==> config.mk <==
export PLATFORM = sky130hd
export DESIGN_NAME = ept_period_timer
export DESIGN_NICKNAME = d
export VERILOG_FILES = /design/src/ept_pkg.sv /design/src/ept_tick_if.sv /design/src/ept_dividers.sv /design/src/ept_period_timer.sv
export VERILOG_INCLUDE_DIRS = /design/src /design/src/src
export SDC_FILE = /design/constraint.sdc
export NUM_CORES = 1
export LEC_CHECK = 0
export ABC_AREA = 1
export ABC_CLOCK_PERIOD_IN_PS = 1980
export BUFFER_PORTS_ARGS = -buffer_cell sky130_fd_sc_hd__buf_2
export CAP_MARGIN = 40
export CORE_MARGIN = 4
export CORE_UTILIZATION = 40
export DETAILED_ROUTE_END_ITERATION = 12
export HOLD_SLACK_MARGIN = 0.02
export MAX_ROUTING_LAYER = met4
export SLEW_MARGIN = 15
export SYNTH_ARGS = -nofsm -noshare
export SYNTH_HDL_FRONTEND = slang
export SYNTH_SLANG_ARGS = --single-unit
==> constraint.sdc <==
create_clock -name clk -period 1.98 [get_ports clk]
set_input_delay 0 -clock clk [delete_from_list [all_inputs] [get_ports clk]]
set_output_delay 0 -clock clk [all_outputs]
set_load 0.1 [all_outputs]
==> src/ept_defs.svh <==
`ifndef EPT_DEFS_SVH
`define EPT_DEFS_SVH
// register byte addresses
`define EPT_ADDR_COUNT 8'h00
`define EPT_ADDR_CTRL 8'h04
`define EPT_ADDR_PERIOD 8'h08
`define EPT_ADDR_STATUS 8'h0C
`define EPT_ADDR_MASK 8'h10
// control field positions
`define EPT_CTRL_PRE_LSB 0
`define EPT_CTRL_PRE_MSB 1
`define EPT_CTRL_RUN_BIT 2
`define EPT_CTRL_POST_LSB 3
`define EPT_CTRL_POST_MSB 6
`define EPT_CTRL_IMPL_MASK 8'h7F
// status bit of the period event flag
`define EPT_STAT_EVT_BIT 3
// reset values
`define EPT_RST_COUNT 8'h00
`define EPT_RST_CTRL 8'h00
`define EPT_RST_PERIOD 8'hFF
// instruction clock is the core clock divided by four
`define EPT_INSTR_DIV 4
`endif

==> src/ept_pkg.sv <==
package ept_pkg;
	typedef enum logic [1:0] {EPT_DIV1, EPT_DIV4, EPT_DIV16} ept_div_t;
	typedef logic [7:0] ept_byte_t;
endpackage

==> src/ept_tick_if.sv <==
`timescale 1ns/100ps
// carries divider control and ticks between the timer and its dividers
interface ept_tick_if;
	logic clear;
	logic run;
	logic [1:0] preSel;
	logic [3:0] postSel;
	logic countTick;
	logic match;
	logic postDone;
	modport core (output clear, run, preSel, postSel, match,
		input countTick, postDone);
	modport divs (input clear, run, preSel, postSel, match,
		output countTick, postDone);
endinterface

==> src/ept_dividers.sv <==
`timescale 1ns/100ps
`include "ept_defs.svh"
// instruction-cycle divider, prescaler and postscaler
module ept_dividers (
	input wire logic clk,
	input wire logic reset_n,
	ept_tick_if.divs tick
);
	import ept_pkg::*;

	logic [1:0] instrCnt_r;
	logic [3:0] preCnt_r;
	logic [3:0] postCnt_r;
	logic instrTick;
	logic [3:0] preLast;

	// prescale ratio decode, 1x codes mean sixteen
	function automatic logic [3:0] pre_last(input logic [1:0] sel);
		case (sel)
			2'b00: pre_last = 4'h0;
			2'b01: pre_last = 4'h3;
			default: pre_last = 4'hF;
		endcase
	endfunction

	assign instrTick = (instrCnt_r == 2'(`EPT_INSTR_DIV - 1)) && tick.run;
	assign preLast = pre_last(tick.preSel);
	// a divider clear swallows a tick in flight, so a control write
	// can never move the count in the cycle that it lands
	assign tick.countTick = instrTick && (preCnt_r == preLast) &&
		!tick.clear;
	assign tick.postDone = tick.match && (postCnt_r == tick.postSel);

	// instruction-cycle phase; stops with the timer to save power
	always_ff @(posedge clk or negedge reset_n) begin
		if (!reset_n)
			instrCnt_r <= 2'h0;
		else if (tick.clear || !tick.run)
			instrCnt_r <= 2'h0;
		else
			instrCnt_r <= instrCnt_r + 2'h1;
	end

	// prescaler
	always_ff @(posedge clk or negedge reset_n) begin
		if (!reset_n)
			preCnt_r <= 4'h0;
		else if (tick.clear)
			preCnt_r <= 4'h0;
		else if (instrTick)
			preCnt_r <= (preCnt_r == preLast) ? 4'h0 : preCnt_r + 4'h1;
	end

	// postscaler counts matches
	always_ff @(posedge clk or negedge reset_n) begin
		if (!reset_n)
			postCnt_r <= 4'h0;
		else if (tick.clear)
			postCnt_r <= 4'h0;
		else if (tick.match)
			postCnt_r <= tick.postDone ? 4'h0 : postCnt_r + 4'h1;
	end

	// prescaler never passes its last value
	property p_pre16;
		@(posedge clk) disable iff (!reset_n)
		preCnt_r <= preLast || tick.clear || $changed(tick.preSel);
	endproperty
	a_pre16: assert property (p_pre16)
		else $error("prescaler out of range");

	// postscaler never passes the selected ratio
	property p_post_range;
		@(posedge clk) disable iff (!reset_n)
		postCnt_r <= tick.postSel || $changed(tick.postSel);
	endproperty
	a_post_range: assert property (p_post_range)
		else $error("postscaler out of range");
endmodule // ept_dividers

==> src/ept_period_timer.sv <==
`timescale 1ns/100ps
`include "ept_defs.svh"
// Summary of operation
// - counts at clock/4 through the prescaler.
// - input divider select 00 gives 1, 01 gives 4, 1x gives 16.
// - count rises to the match value then wraps to zero next tick.
// - match divider select n gives a postscale of n+1.
// - each postscaled match sets the period event flag, status bit 3.
// - dividers clear on count write, control write and reset.
// - a control write leaves the count unchanged.
// - count register is read/write and resets to zero.
// - match value register is read/write and resets to all ones.
// - the prescaled match pulse is offered to the PWM units.
// - the match pulse feeds both the PWM output and the postscaler.
// - control bit 7 reads zero and ignores writes.
module ept_period_timer (
	input wire logic clk,
	input wire logic reset_n,
	input wire logic hsel,
	input wire logic [7:0] haddr,
	input wire logic [1:0] htrans,
	input wire logic hwrite,
	input wire logic [2:0] hsize,
	input wire logic [31:0] hwdata,
	input wire logic hready,
	output logic [31:0] hrdata,
	output logic hreadyout,
	output logic hresp,
	output logic pwmTimeBase,
	output logic irq,
	output ept_pkg::ept_byte_t countValue
);
	import ept_pkg::*;

	//==========================================
	// bus slave
	logic wrPend_r;
	logic [7:0] wrAddr_r;
	logic rdEn;
	logic wrEn;
	ept_byte_t count_r;
	ept_byte_t ctrl_r;
	ept_byte_t period_r;
	ept_byte_t status_r;
	ept_byte_t mask_r;
	ept_tick_if tick();

	assign hreadyout = 1'b1;
	assign hresp = 1'b0;
	assign rdEn = hsel && hready && htrans[1] && !hwrite;
	assign wrEn = wrPend_r;

	// write address captured for the data phase
	always_ff @(posedge clk or negedge reset_n) begin
		if (!reset_n) begin
			wrPend_r <= 1'b0;
			wrAddr_r <= 8'h00;
		end else begin
			wrPend_r <= hsel && hready && htrans[1] && hwrite;
			wrAddr_r <= haddr;
		end
	end

	// read data registered at the address phase; unmapped reads zero
	always_ff @(posedge clk or negedge reset_n) begin
		if (!reset_n)
			hrdata <= 32'h0000_0000;
		else if (rdEn) begin
			case (haddr)
				`EPT_ADDR_COUNT: hrdata <= {24'h00_0000, count_r};
				`EPT_ADDR_CTRL: hrdata <= {24'h00_0000, ctrl_r};
				`EPT_ADDR_PERIOD: hrdata <= {24'h00_0000, period_r};
				`EPT_ADDR_STATUS: hrdata <= {24'h00_0000, status_r};
				`EPT_ADDR_MASK: hrdata <= {24'h00_0000, mask_r};
				default: hrdata <= 32'h0000_0000;
			endcase
		end
	end

	//==========================================
	// control, match and mask registers
	always_ff @(posedge clk or negedge reset_n) begin
		if (!reset_n)
			ctrl_r <= `EPT_RST_CTRL;
		else if (wrEn && wrAddr_r == `EPT_ADDR_CTRL)
			ctrl_r <= hwdata[7:0] & `EPT_CTRL_IMPL_MASK;
	end

	always_ff @(posedge clk or negedge reset_n) begin
		if (!reset_n)
			period_r <= `EPT_RST_PERIOD;
		else if (wrEn && wrAddr_r == `EPT_ADDR_PERIOD)
			period_r <= hwdata[7:0];
	end

	always_ff @(posedge clk or negedge reset_n) begin
		if (!reset_n)
			mask_r <= 8'h00;
		else if (wrEn && wrAddr_r == `EPT_ADDR_MASK)
			mask_r <= hwdata[7:0];
	end

	//==========================================
	// dividers
	assign tick.clear = wrEn && (wrAddr_r == `EPT_ADDR_COUNT ||
		wrAddr_r == `EPT_ADDR_CTRL);
	assign tick.run = ctrl_r[`EPT_CTRL_RUN_BIT];
	assign tick.preSel = ctrl_r[`EPT_CTRL_PRE_MSB:`EPT_CTRL_PRE_LSB];
	assign tick.postSel = ctrl_r[`EPT_CTRL_POST_MSB:`EPT_CTRL_POST_LSB];
	// match fires on the tick that wraps the count
	assign tick.match = tick.countTick && (count_r == period_r);

	ept_dividers u_div (
		.clk(clk),
		.reset_n(reset_n),
		.tick(tick)
	);

	//==========================================
	// counter; a control write does not touch it
	always_ff @(posedge clk or negedge reset_n) begin
		if (!reset_n)
			count_r <= `EPT_RST_COUNT;
		else if (wrEn && wrAddr_r == `EPT_ADDR_COUNT)
			count_r <= hwdata[7:0];
		else if (tick.match)
			count_r <= 8'h00;
		else if (tick.countTick)
			count_r <= count_r + 8'h01;
	end

	// pwm time base, before the postscaler; no other consumer
	always_ff @(posedge clk or negedge reset_n) begin
		if (!reset_n)
			pwmTimeBase <= 1'b0;
		else
			pwmTimeBase <= tick.match;
	end

	assign countValue = count_r;

	//==========================================
	// sticky status, cleared by read; a new event beats the clear
	always_ff @(posedge clk or negedge reset_n) begin
		if (!reset_n)
			status_r <= 8'h00;
		else if (tick.postDone)
			status_r[`EPT_STAT_EVT_BIT] <= 1'b1;
		else if (rdEn && haddr == `EPT_ADDR_STATUS)
			status_r <= 8'h00;
	end

	assign irq = |(status_r & mask_r);

	//==========================================
	// checks
	property p_wrap;
		@(posedge clk) disable iff (!reset_n)
		tick.match && !wrEn |=> count_r == 8'h00;
	endproperty
	a_wrap: assert property (p_wrap) else $error("no wrap");

	property p_ctrl_keep;
		@(posedge clk) disable iff (!reset_n)
		wrEn && wrAddr_r == `EPT_ADDR_CTRL |=> count_r == $past(count_r);
	endproperty
	a_ctrl_keep: assert property (p_ctrl_keep)
		else $error("control write changed count");

	property p_stop;
		@(posedge clk) disable iff (!reset_n)
		!tick.run |-> !tick.countTick;
	endproperty
	a_stop: assert property (p_stop)
		else $error("counting while off");

	property p_flag;
		@(posedge clk) disable iff (!reset_n)
		tick.postDone |=> status_r[`EPT_STAT_EVT_BIT];
	endproperty
	a_flag: assert property (p_flag) else $error("flag not set");

	property p_sticky;
		@(posedge clk) disable iff (!reset_n)
		status_r[3] && !(rdEn && haddr == `EPT_ADDR_STATUS) |=> status_r[3];
	endproperty
	a_sticky: assert property (p_sticky) else $error("flag lost");

	property p_bit7;
		@(posedge clk) disable iff (!reset_n)
		!ctrl_r[7];
	endproperty
	a_bit7: assert property (p_bit7) else $error("bit 7 set");

	property p_tick4;
		@(posedge clk) disable iff (!reset_n)
		tick.countTick && tick.run && !tick.clear |=> !tick.countTick[*3];
	endproperty
	a_tick4: assert property (p_tick4)
		else $error("tick too fast");

	// irq may only rise after an event or a mask write
	property p_irq;
		@(posedge clk) disable iff (!reset_n)
		$rose(irq) |-> $past(tick.postDone) ||
			($past(wrEn) && $past(wrAddr_r) == `EPT_ADDR_MASK);
	endproperty
	a_irq: assert property (p_irq)
		else $error("irq rose with no cause");

	//==========================================
	// counter, register and output checks

	property p_count_step;
		@(posedge clk) disable iff (!reset_n)
		tick.countTick && !tick.match |=> count_r == $past(count_r) + 8'h01;
	endproperty
	a_count_step: assert property (p_count_step)
		else $error("count did not advance");

	// a stopped timer must hold its count
	property p_count_hold;
		@(posedge clk) disable iff (!reset_n)
		!tick.countTick && !(wrEn && wrAddr_r == `EPT_ADDR_COUNT)
			|=> count_r == $past(count_r);
	endproperty
	a_count_hold: assert property (p_count_hold)
		else $error("count moved without a tick");

	// cleared dividers need a full instruction cycle before a tick
	property p_clear;
		@(posedge clk) disable iff (!reset_n)
		tick.clear |=> !tick.countTick[*3];
	endproperty
	a_clear: assert property (p_clear)
		else $error("tick too soon after divider clear");

	property p_count_write;
		@(posedge clk) disable iff (!reset_n)
		wrEn && wrAddr_r == `EPT_ADDR_COUNT |=> count_r == $past(hwdata[7:0]);
	endproperty
	a_count_write: assert property (p_count_write)
		else $error("count write lost");

	property p_period_write;
		@(posedge clk) disable iff (!reset_n)
		wrEn && wrAddr_r == `EPT_ADDR_PERIOD
			|=> period_r == $past(hwdata[7:0]);
	endproperty
	a_period_write: assert property (p_period_write)
		else $error("period write lost");

	property p_rd_count;
		@(posedge clk) disable iff (!reset_n)
		rdEn && haddr == `EPT_ADDR_COUNT
			|=> hrdata == {24'h00_0000, $past(count_r)};
	endproperty
	a_rd_count: assert property (p_rd_count)
		else $error("count read wrong");

	property p_rd_period;
		@(posedge clk) disable iff (!reset_n)
		rdEn && haddr == `EPT_ADDR_PERIOD
			|=> hrdata == {24'h00_0000, $past(period_r)};
	endproperty
	a_rd_period: assert property (p_rd_period)
		else $error("period read wrong");

	property p_rd_ctrl;
		@(posedge clk) disable iff (!reset_n)
		rdEn && haddr == `EPT_ADDR_CTRL |=> !hrdata[7];
	endproperty
	a_rd_ctrl: assert property (p_rd_ctrl)
		else $error("control bit 7 read as one");

	property p_post_match;
		@(posedge clk) disable iff (!reset_n)
		tick.postDone |-> tick.match;
	endproperty
	a_post_match: assert property (p_post_match)
		else $error("postscaler fired without a match");

	property p_status_clear;
		@(posedge clk) disable iff (!reset_n)
		rdEn && haddr == `EPT_ADDR_STATUS && !tick.postDone
			|=> status_r == 8'h00;
	endproperty
	a_status_clear: assert property (p_status_clear)
		else $error("status read did not clear");

	// irq may only fall after a status read or a mask write
	property p_irq_fall;
		@(posedge clk) disable iff (!reset_n)
		$fell(irq) |-> ($past(rdEn) && $past(haddr) == `EPT_ADDR_STATUS) ||
			($past(wrEn) && $past(wrAddr_r) == `EPT_ADDR_MASK);
	endproperty
	a_irq_fall: assert property (p_irq_fall)
		else $error("irq fell with no cause");

	property p_pwm;
		@(posedge clk) disable iff (!reset_n)
		pwmTimeBase == $past(tick.match);
	endproperty
	a_pwm: assert property (p_pwm)
		else $error("time base does not follow the match");

	// ticks are at least four clocks apart, so the pulse is single
	property p_pwm_pulse;
		@(posedge clk) disable iff (!reset_n)
		pwmTimeBase |=> !pwmTimeBase;
	endproperty
	a_pwm_pulse: assert property (p_pwm_pulse)
		else $error("time base pulse too long");

	c_match: cover property (@(posedge clk) tick.match);
	c_flag: cover property (@(posedge clk) tick.postDone);
	c_irq: cover property (@(posedge clk) irq);
	c_ctrl_write: cover property (@(posedge clk) tick.clear && tick.run);
	c_irq_clear: cover property (@(posedge clk) $fell(irq));
endmodule // ept_period_timer

==> impl_metrics.yaml, run 1 <==
timing:
  setup_viol: 0
  fin_crit_sh: 0.8068
  skew_ns: 0.01439
  fmax_ghz: 0.6260
  tightestPinTransition_ns: 0.5793
  fin_setup_tns_ns: 0
  final_max_slew_viol_count: 0
  relSlewSlack: 0.6127
  rsz0062_at_grt: "no"
  finalWorstSetupSlack_ns: 0.3825
  finalWorstPathRequiredPeriod_ns: 1.598
  hold_viol: 0
grt:
  gr-usage-all-layers: 0.1736
  overflow: 0
  antenna_found_initial: 0
  grt_max_degree: 23
  grt_pass1_vias: 2741
  grt_pass1_wl_um: 13340
floorplanning:
  ioPinCount: 94
  die_height_um: 100.6
  rows: 33
  fp.dieW_um: 100.6
  fp.coreArea_um2: 8258
  die_area_um2: 10120
  initial_core_util: 0.4152
detailed_routing:
  first_iter_violations: 168
  vias: 2855
  drt-met1-wl_um: 3677
  drtAntennaViolNets: 0
  routed_via_density: 4.711
  top_layer: "met4"
  dr.pass1.iters: 4
  wl_per_cell_um: 13.30
  wl_um: 8060
  route.detailed.drc: 0
  routed-wl-met2_um: 3711
  route.met3.wl_um: 407
setup_path:
  required_ns: 2.21
  crit_type: "reg2reg"
  max_stage_delay_ns: 0.46
  path_cells: "inv_2 -> nand2_2 -> nor2_4 -> nand3_1 -> o21ai_0"
  critPathArrivalTime_ns: 1.83
  worstSetupStartpointType: "flip-flop"
  ff2ff_setup_slack_ns: 0.38
  cp_slowest_cell: "nand3_1"
  cp-end-kind: "flip-flop"
  crit_fanout: 16
placed_design:
  io_buffer_count: 39
  dpl.hpwl_um: 5983
  place_ws_ns: 0.3853
  dp_cells: 571
  gp_congestion: 0.8101
synthesis:
  yosysWarnings: 0
  synthCells: 431
  ys_seq_area_frac: 0.4409
  syn-cell-area_um2: 3428
  synth_seq_cells: 60
  yosysUniqueCellTypes: 33
  synth.avg_cell_area_um2: 7.954
finish:
  n_fill_cell: 800
  multi_input_area_um2: 1575
  diodes: 0
  final_layout_size_suffix_gt1_frac: 0.2076
  seqCellArea_um2: 1519
  areaGrowthSynthToFinish_pct: 18.61
  nNetsFinal: 550
  final_cells: 606
cts:
  cts_tree: "yes"
  clk_latency_ns: 0.34
  clock_sinks: 60
  numCtsBuffers: 9
  root_buffer: "clkbuf_8"
  htree_levels: 3
  clk_pin_slew_worst_paths_ns: 0.07
  cts.path.max_buffers: 2
  cts_setup_buffers: 0
  post_cts_resized: 0
  postCtsHoldBufs: 19
pwr:
  power.density_nw_per_um2: 1300
  power.leakage_nw: 2.212
  p_total_mw: 5.285
  ir_drop_mv: 0.5390
outcome:
  status: "finished, final reports clean"
flow_run:
  drv_cap: 0
min_path:
  hp-class: "in2async"
==> flip-flops by register name, indices dropped and copies added, names as in the netlist <==
name	cells
hrdata	8
period_r	8
pwmTimeBase	1
ctrl_r	7
countValue	8
u_div.preCnt_r	4
wrAddr_r	8
u_div.postCnt_r	4
status_r	1
mask_r	8
u_div.instrCnt_r	2
wrEn	1
==> cells in the mapped netlist, drive strengths merged <==
cell type	n	area (um2)
a21oi	3	15.01
and3b	1	8.760
buf	31	232.7
clkbuf	4	15.01
clkinv	1	3.750
conb	2	7.510
dfrtp	52	1301
dfstp	8	210.2
ha	4	50.05
inv	48	180.2
nand2	141	566.8
nand3	32	177.7
nand4	19	118.9
nor2	31	167.7
nor3	6	57.55
o21ai	27	135.1
o21bai	1	7.510
o22ai	1	6.260
xnor2	8	70.07
xor2	11	96.34
==> cells by family (layout without fill, tap and decap cells) <==
kind of cell / Yosys count / count (layout) / synth area share
XOR/XNOR: 19 / 19 / 0.04854
adder cells (fa/ha/maj): 4 / 4 / 0.01460
flip-flops: 60 / 60 / 0.4409
buffers and inverters: 84 / 130 / 0.1259
other: 2 / 26 / 0.002191
AO/OA/AOI/OAI: 32 / 32 / 0.04781
AND/OR/NAND/NOR: 230 / 230 / 0.3201
==> metrics by stage <==
stage	hold WS, ns	cell area, um2	util
finish	0.1145	4066	0.4924
global route	0.1390	4066	0.4924
CTS	0.1178	4066	0.4924
detailed placement	-0.05625	3670	0.4444
global placement	-0.06204	3670	0.4444
floorplan	-0.2956	3526	-
==> final timing paths <==
path / from / to / cells past startpoint
max in group asynchronous: reset_n / period_r[1] / 3
setup reg to reg: wrAddr_r[6] / period_r[1] / 5
min in group clk: hready / hrdata[4] / 6
setup / recovery: wrAddr_r[6] / period_r[1] / 5
hold reg to reg: u_div.instrCnt_r[0] / u_div.instrCnt_r[0] / 1
hold / removal: reset_n / wrEn / 2
==> layout by cell type (no fill, tap or decap), types with 3 or more instances in the layout <==
cell           synthesis  routed
nor2_2                 5       5
nand2_4                3       3
clkbuf_8               0      12
dlygate4sd3_1          0      19
conb_1                 2      26
inv_1                 40      40
xor2_1                11      11
o21ai_0               26      26
dfstp_2                8       8
nand3_1               30      30
nand2_2                6       6
inv_2                  8       8
a21oi_1                3       3
nor2_4                 3       3
buf_4                 27       6
nor3_1                 3       3
ha_1                   4       4
dfrtp_2                0       6
nor2_1                22      22
nand4_1               19      19
buf_2                  3      39
nand2_1              132     132
clkbuf_1               4       3
xnor2_1                8       8
dfrtp_1               52      46
==> final cells by class <==
| type | instances | share of cell area |
|---|---|---|
| timing repair buffer | 65 | 0.1108 |
| sequential | 60 | 0.3735 |
| multi-input combinational | 311 | 0.3874 |
| clock inverter | 1 | 0.007385 |
| inverter | 49 | 0.04523 |
| tap | 105 | 0.03231 |
| clock buffer | 15 | 0.04338 |
==> report_power, final <==
group	total, mW	switching, mW	leakage (nW)	internal (mW)
Combinational	2.47	1.84	1.45	0.637
Sequential	1.66	0.249	0.655	1.41
Clock	1.15	0.465	0.104	0.687
Total	5.29	2.55	2.21	2.74
==> critical path: cells and delay by family (launching register included) <==
| family | cells | cell delay (ns) |
|---|---|---|
| buffers and inverters | 1 | 0.05 |
| DFF | 1 | 0.37 |
| AOI/OAI and AO/OA | 1 | 0.35 |
| and+or+nand+nor | 3 | 0.73 |
==> metal layers <==
metal  up-vias  GRT usage
li1       1439          -
met1      1320     0.2221
met2        77     0.2643
met3        19    0.03045
met4         0    0.08705
met5         -          -
No activity file was read; power rests on OpenSTA's default activity.
==> inputs of run 2 (changes only) <==
--- a/config.mk
+++ b/config.mk
@@ -6,8 +6,8 @@
 export SDC_FILE = /design/constraint.sdc
 export NUM_CORES = 1
 export LEC_CHECK = 0
-export ABC_AREA = 1
-export ABC_CLOCK_PERIOD_IN_PS = 1980
+export ABC_AREA = 0
+export ABC_CLOCK_PERIOD_IN_PS = 1600
 export BUFFER_PORTS_ARGS = -buffer_cell sky130_fd_sc_hd__buf_2
 export CAP_MARGIN = 40
 export CORE_MARGIN = 4
==> constraint.sdc (replaced) <==
create_clock -name clk -period 1.6 [get_ports clk]
set_input_delay 0 -clock clk [delete_from_list [all_inputs] [get_ports clk]]
set_output_delay 0 -clock clk [all_outputs]
set_load 0.1 [all_outputs]
==> run 2 against run 1 <==
Net effect:
- the flow now finishes with violations (setup timing)
- worst setup slack worse by 0.72 ns
- global-route usage is 2.9 points higher
- clock skew is 0.0057 ns lower
- critical path depth stayed put
- register-to-register slack worse by 0.72 ns
- maximum frequency is 18% lower
- sequential power hardly changed
- via count is 2.3% lower
- sequential cell count stayed put
- hold slack worse by 0.031 ns
- non-clock buffer count is 64 higher
- critical path type unchanged
- largest power group is now the clock network
- largest cell class unchanged
==> impl_metrics.yaml, run 2 <==
timing:
  fmax_ghz: 0.5154
  finalWorstSetupSlack_ns: -0.3402
  hold_viol: 0
  finalWorstPathRequiredPeriod_ns: 1.940
  rsz0062_at_grt: "yes"
  final_max_slew_viol_count: 0
  tightestPinTransition_ns: 0.5391
  relSlewSlack: 0.6373
  skew_ns: 0.008722
  hold_ws_ns: 0.08342
  setup_viol: 23
  fin_crit_sh: 1.213
finish:
  n_fill_cell: 675
  areaGrowthSynthToFinish_pct: 45.13
  final_layout_size_suffix_gt1_frac: 0.4702
  final_cells: 538
  seqCellArea_um2: 1541
  final_util: 0.6035
  diodes: 0
  final_common_cell: "buf_4"
  multi_input_area_um2: 1831
  nNetsFinal: 485
  mostFrequentLayoutCells: "buf_4 (63), dfrtp_1 (42), buf_2 (39)"
synthesis:
  synth.area.top_cells: "dfrtp_1 (40%), mux2_2 (8.3%), buf_4 (6.4%), dfstp_2 (6.4%), xor2_1 (3.2%)"
  yosysMostFrequentCell: "dfrtp_1"
  synth_compound_area_frac: 0.1281
  yosysWarnings: 0
  async_flop_share: 1.000
  synth_top_area_share: 0.3988
  synth_fa_ha_area_frac: 0.01534
  synth_edf_count: 0
  synthXorXnorAreaFrac: 0.03221
  syn-cell-area_um2: 3263
  synthSimpleGateAreaFrac: 0.1986
  synth_seq_cells: 60
  synthTopCellsByCount: "dfrtp_1 (52), buf_4 (28), mux2_2 (24), nand2_1 (24), nor2_1 (16)"
  synth_top_family_by_area: "simple AND/OR/NAND/NOR gates"
  synthMuxAreaShare: 0.08896
  yosysUniqueCellTypes: 53
  ys.flop_type: "dfrtp_1"
  synth.avg_cell_area_um2: 10.91
  synth_top_area_cell: "dfrtp_1"
  ys_seq_area_frac: 0.4632
  synthCells: 299
grt:
  antenna_found_initial: 0
  use_met1: 0.2575
  met3_usage: 0.02786
  grt.busiest_layer: "met2"
  grt_pass1_wl_um: 14990
  grt_pass1_vias: 2964
  gr-usage-all-layers: 0.2023
  met2_usage: 0.3193
  grt_max_degree: 50
  overflow: 0
floorplanning:
  fp.coreArea_um2: 7848
  ioPinCount: 94
  fp.dieW_um: 98.32
  initial_core_util: 0.4158
  rows: 32
  die_height_um: 98.32
  die_area_um2: 9667
cts:
  clock_sinks: 60
  clk_latency_ns: 0.34
  numCtsBuffers: 9
  root_buffer: "clkbuf_8"
  cts.path.max_buffers: 2
  cts_tree: "yes"
  clk_pin_slew_worst_paths_ns: 0.07
  htree_levels: 3
detailed_routing:
  drtAntennaViolNets: 0
  route.detailed.drc: 0
  dr.pass1.iters: 5
  vias: 2789
  first_iter_violations: 202
  wl_per_cell_um: 16.57
  wl_um: 8913
  routed_via_density: 5.184
setup_path:
  ff2ff_setup_slack_ns: -0.34
  cp-end-kind: "flip-flop"
  required_ns: 1.83
  worstSetupStartpointType: "flip-flop"
  r2r_start: "u_div.preCnt_r[3]"
  critPathArrivalTime_ns: 2.17
  r2r_cells: 5
  crit_type: "reg2reg"
  crit_fanout: 6
  reg2reg_to: "u_div.postCnt_r[0]"
placed_design:
  dpl.hpwl_um: 6343
  gp_congestion: 0.8554
  dp_cells: 494
  io_buffer_count: 39
pwr:
  p_total_mw: 4.525
  power.density_nw_per_um2: 955.4
  ir_drop_mv: 0.5697
  power.leakage_nw: 2.151
outcome:
  violations: "setup timing"
  status: "complete, but fails checks"
min_path:
  hp-class: "in2async"
flow_run:
  drv_cap: 0
==> run 2: cell types whose count changed after synthesis, moves of 6 or more <==
cell,delta
nand2_1,-108
inv_1,-38
mux2_2,+24
nand3_1,-21
o21ai_0,-13
nand4_1,-12
a31oi_1,+8
inv_2,-8
xnor2_1,-8
a21boi_0,+7
a222oi_1,+7
nor2_1,-6
==> run 2: worst max-delay path by stage <==
stage | depth (start not counted) | startpoint | endpoint | slack (ns)
6_report | 5 | u_div.preCnt_r[3] | u_div.postCnt_r[0] | -0.34
3_3_place_gp | 5 | u_div.preCnt_r[2] | u_div.postCnt_r[0] | -0.29
2_1_floorplan | 6 | countValue[6] | u_div.postCnt_r[2] | -0.34
4_1_cts | 5 | ctrl_r[1] | u_div.postCnt_r[0] | -0.29
3_5_place_dp | 5 | u_div.preCnt_r[2] | u_div.postCnt_r[0] | -0.32
5_1_grt | 5 | u_div.preCnt_r[3] | u_div.postCnt_r[0] | -0.40
==> run 2: routing by layer <==
metal	wire length, um	up-vias
met5	0	-
met4	168	0
met3	365	10
met2	4364	75
met1	4013	1382
li1	-	1322
==> run 2: repair_timing <==
item / 4_1_cts / 5_1_grt
pin swaps: 14 / 11
endpoints found under the hold margin: 92 / 0
setup endpoints to repair: 37 / 41
setup buffers: 5 / 5
gates resized for setup: 24 / 22
hold buffers: 19 / 0
==> run 2: metrics by stage <==
step,TNS [ns],instance area (um2),worst slack (ns)
floorplan,-3.958,3470,-0.3415
global placement,-4.625,4053,-0.2869
detailed placement,-5.497,4053,-0.3164
CTS,-3.395,4633,-0.2932
global route,-6.858,4736,-0.4032
finish,-3.851,4736,-0.3402
==> run 2: final cells by class <==
| cell class | instances | area share |
|---|---|---|
| multi-input combinational | 229 | 0.3865 |
| sequential | 60 | 0.3255 |
| timing repair buffer | 129 | 0.2066 |
| clock buffer | 12 | 0.03276 |
| tap | 102 | 0.02695 |
| clock inverter | 4 | 0.02008 |
| inverter | 2 | 0.001585 |
==> run 2: report_power, final <==
| group | total (mW) | internal, mW | switching [mW] |
|---|---|---|---|
| logic | 1.11 | 0.323 | 0.784 |
| clock network | 1.73 | 1.12 | 0.614 |
| registers | 1.68 | 1.62 | 0.0639 |
| total | 4.52 | 3.06 | 1.46 |
==> run 2: cells by family (layout without fill, tap and decap cells) <==
group           after synthesis  after routing
compound gates               61             61
simple gates                100            100
mux                          26             26
buf+inv                      34            147
xor+xnor                     12             12
flops                        60             60
fa+ha+maj                     4              4
other cells                   2             26
==> run 2: critical path: stages, from the launching register on <==
cell      delay (ns)
dfrtp_2         0.45
or4b_4          0.55
a211oi_4        0.27
nor2_1          0.07
o21a_1          0.22
mux2_4          0.27
==> inputs of run 3 (changes only) <==
--- a/config.mk
+++ b/config.mk
@@ -18,4 +18,5 @@
 export SLEW_MARGIN = 15
 export SYNTH_ARGS = -nofsm -noshare
 export SYNTH_HDL_FRONTEND = slang
+export SYNTH_HIERARCHICAL = 1
 export SYNTH_SLANG_ARGS = --single-unit
==> run 3 against run 2 <==
Net effect:
- the run still ends with setup timing left
- cell count fell by 5.6%
- synthesized area fell by 0.73%
- critical path depth increased by 3
- register-to-register slack worse by 0.39 ns
- via count fell by 8.6%
- clock power down 18%
- die area shrank 0.67%
==> impl_metrics.yaml, run 3 <==
setup_path:
  crit_fanout: 4
  crit_type: "reg2reg"
  r2r_cells: 8
  worstSetupStartpointType: "flip-flop"
  cp-endpoint: "u_div/postCnt_r[3]"
  critPathArrivalTime_ns: 2.55
  reg2reg_to: "u_div/postCnt_r[3]"
  ff2ff_setup_slack_ns: -0.73
  r2r_start: "ctrl_r[0]"
  required_ns: 1.82
  cp-end-kind: "flip-flop"
  cp-startpoint: "ctrl_r[0]"
finish:
  final_cells: 508
  final_layout_size_suffix_gt1_frac: 0.4335
  nNetsFinal: 455
  diodes: 0
  final_common_cell: "dfrtp_1"
  n_fill_cell: 666
  areaGrowthSynthToFinish_pct: 37.78
  mostFrequentLayoutCells: "dfrtp_1 (46), buf_4 (45), buf_2 (39)"
  stdcell_area_um2: 4463
pwr:
  clock_power_share: 0.403
  p_switching_mw: 1.042
  swShare: 0.2972
  power.density_nw_per_um2: 785.2
  power.leakage_nw: 2.099
  internal_power_mw: 2.463
  seqPwrFrac: 0.447
  power_frac_comb: 0.150
  ir_drop_mv: 0.4144
detailed_routing:
  routed_via_density: 5.016
  first_iter_violations: 107
  route.detailed.drc: 0
  wl_per_cell_um: 16.29
  dr.pass1.iters: 4
  drtAntennaViolNets: 0
  wl_um: 8273
  vias: 2548
synthesis:
  synthCells: 291
  syn-cell-area_um2: 3239
  synthTopCellsByCount: "dfrtp_1 (52), buf_4 (26), mux2_2 (25)"
  synth_top_area_share: 0.4017
  yosysUniqueCellTypes: 54
  ys_seq_area_frac: 0.4666
  synth.area.top_cells: "dfrtp_1 (40%), mux2_2 (8.7%), dfstp_2 (6.5%), buf_4 (6.0%), nand2_1 (2.7%)"
  synth_seq_cells: 60
  synth.avg_cell_area_um2: 11.13
  yosysWarnings: 6
  synth_edf_count: 0
  yosysMostFrequentCell: "dfrtp_1"
  synth_top_area_cell: "dfrtp_1"
  ys.flop_type: "dfrtp_1"
  async_flop_share: 1.000
timing:
  final_max_slew_viol_count: 0
  skew_ns: 0.009951
  finalWorstPathRequiredPeriod_ns: 2.334
  setup_viol: 32
  fin_setup_tns_ns: -12.77
  hold_ws_ns: 0.04797
  relSlewSlack: 0.5654
  rsz0062_at_grt: "yes"
  fin_crit_sh: 1.459
  fmax_ghz: 0.4285
  finalWorstSetupSlack_ns: -0.7339
  tightestPinTransition_ns: 0.6465
  hold_viol: 0
cts:
  numCtsBuffers: 9
  cts_tree: "yes"
  clock_sinks: 60
  clk_latency_ns: 0.34
  htree_levels: 3
  clk_pin_slew_worst_paths_ns: 0.07
  root_buffer: "clkbuf_8"
  cts.path.max_buffers: 2
grt:
  grt_max_degree: 41
  gr-usage-all-layers: 0.1848
  antenna_found_initial: 0
  grt_pass1_vias: 2611
  grt_pass1_wl_um: 13640
  overflow: 0
floorplanning:
  fp.dieW_um: 97.99
  die_height_um: 97.99
  initial_core_util: 0.4149
  rows: 32
  ioPinCount: 94
  fp.coreArea_um2: 7807
  die_area_um2: 9602
outcome:
  status: "complete, but fails checks"
  violations: "setup timing"
placed_design:
  gp_congestion: 0.8144
  dpl_cell_area_um2: 3895
  io_buffer_count: 39
  dpl.hpwl_um: 5802
  dp_cells: 469
  place_ws_ns: -0.7398
min_path:
  hp-class: "in2reg"
  whs_path_depth: 2
flow_run:
  drv_cap: 0
[run 3: cell count changes in the layout (fill, tap and decap cells not counted), moves of 6 or more]
cell and change:
a222oi_1 -7, a31oi_1 -8, buf_4 -18, dfrtp_4 -7
mux2_2 -9, mux2_4 +10, mux2i_1 +6, o21ai_1 -7
xnor2_1 +7
[run 3: how the worst min path moves through the flow]
stage / end / from / slack, ns
after floorplan: countValue[0] / reset_n / -0.30
after CTS: wrAddr_r[4] / haddr[4] / 0.02
after detailed placement: wrAddr_r[6] / reset_n / -0.01
after global placement: wrAddr_r[6] / reset_n / -0.01
final: wrAddr_r[4] / haddr[4] / 0.05
after global routing: wrAddr_r[4] / haddr[4] / 0.03
[run 3: power by group through the flow]
stage          Combinational (mW)  Clock (mW)  Sequential [mW]
2_1_floorplan               0.392           0             1.61
3_3_place_gp                0.484           0             1.59
3_5_place_dp                0.486           0             1.59
4_1_cts                     0.523        1.44             1.57
5_1_grt                     0.555        1.52             1.57
6_report                    0.527        1.41             1.57
[run 3: cell families (layout without fill, tap and decap cells)]
logic type | count (synthesis) | after routing | share of synthesized area
AOI/OAI and AO/OA | 46 | 46 | 0.1082
buffers and inverters | 42 | 133 | 0.07995
adders and majority gates | 4 | 4 | 0.01545
and+or+nand+nor | 88 | 88 | 0.1684
DFF | 60 | 60 | 0.4666
other | 2 | 26 | 0.002318
muxes | 34 | 34 | 0.1186
xor gates and xnor gates | 15 | 15 | 0.04056
[run 3: per-layer routing]
layer  track usage  share of wire  routed length [um]
met5             -              0                   0
met1        0.2530           0.45                3750
met4       0.06496          0.016                 135
met3       0.04857          0.060                 496
met2        0.2649           0.47                3890
[run 3: final cells by class]
class	instances	area, um2	share of cell area
sequential	60	1519	0.3403
clock inverter	4	47.55	0.01065
timing repair buffer	111	844.6	0.1892
multi-input combinational	213	1747	0.3914
inverter	6	22.52	0.005046
clock buffer	12	155.1	0.03476
tap	102	127.6	0.02860
[run 3: timing repair]
item | 4_1_cts | 5_1_grt
pin swaps | 14 | 2
hold endpoints to repair | 59 | 0
buffers inserted | 8 | 5
resized for setup | 23 | 15
hold buffers | 18 | 0
endpoints found under the setup margin | 37 | 44
[run 3: per-stage QoR]
step           power (mW)  utilization
2_1_floorplan       2.007            -
5_1_grt             3.646       0.5716
4_1_cts             3.527       0.5641
3_5_place_dp        2.079       0.4989
6_report            3.504       0.5716
3_3_place_gp        2.076       0.4989
[run 3: critical path, stage by stage (launching register included)]
cell and delay [ns]:
dfrtp_1 0.37, or3_4 0.39, a2111oi_4 0.34, o2111a_2 0.28
inv_2 0.06, nor4_4 0.21, buf_4 0.18, nor2_2 0.03
a2111oi_1 0.34
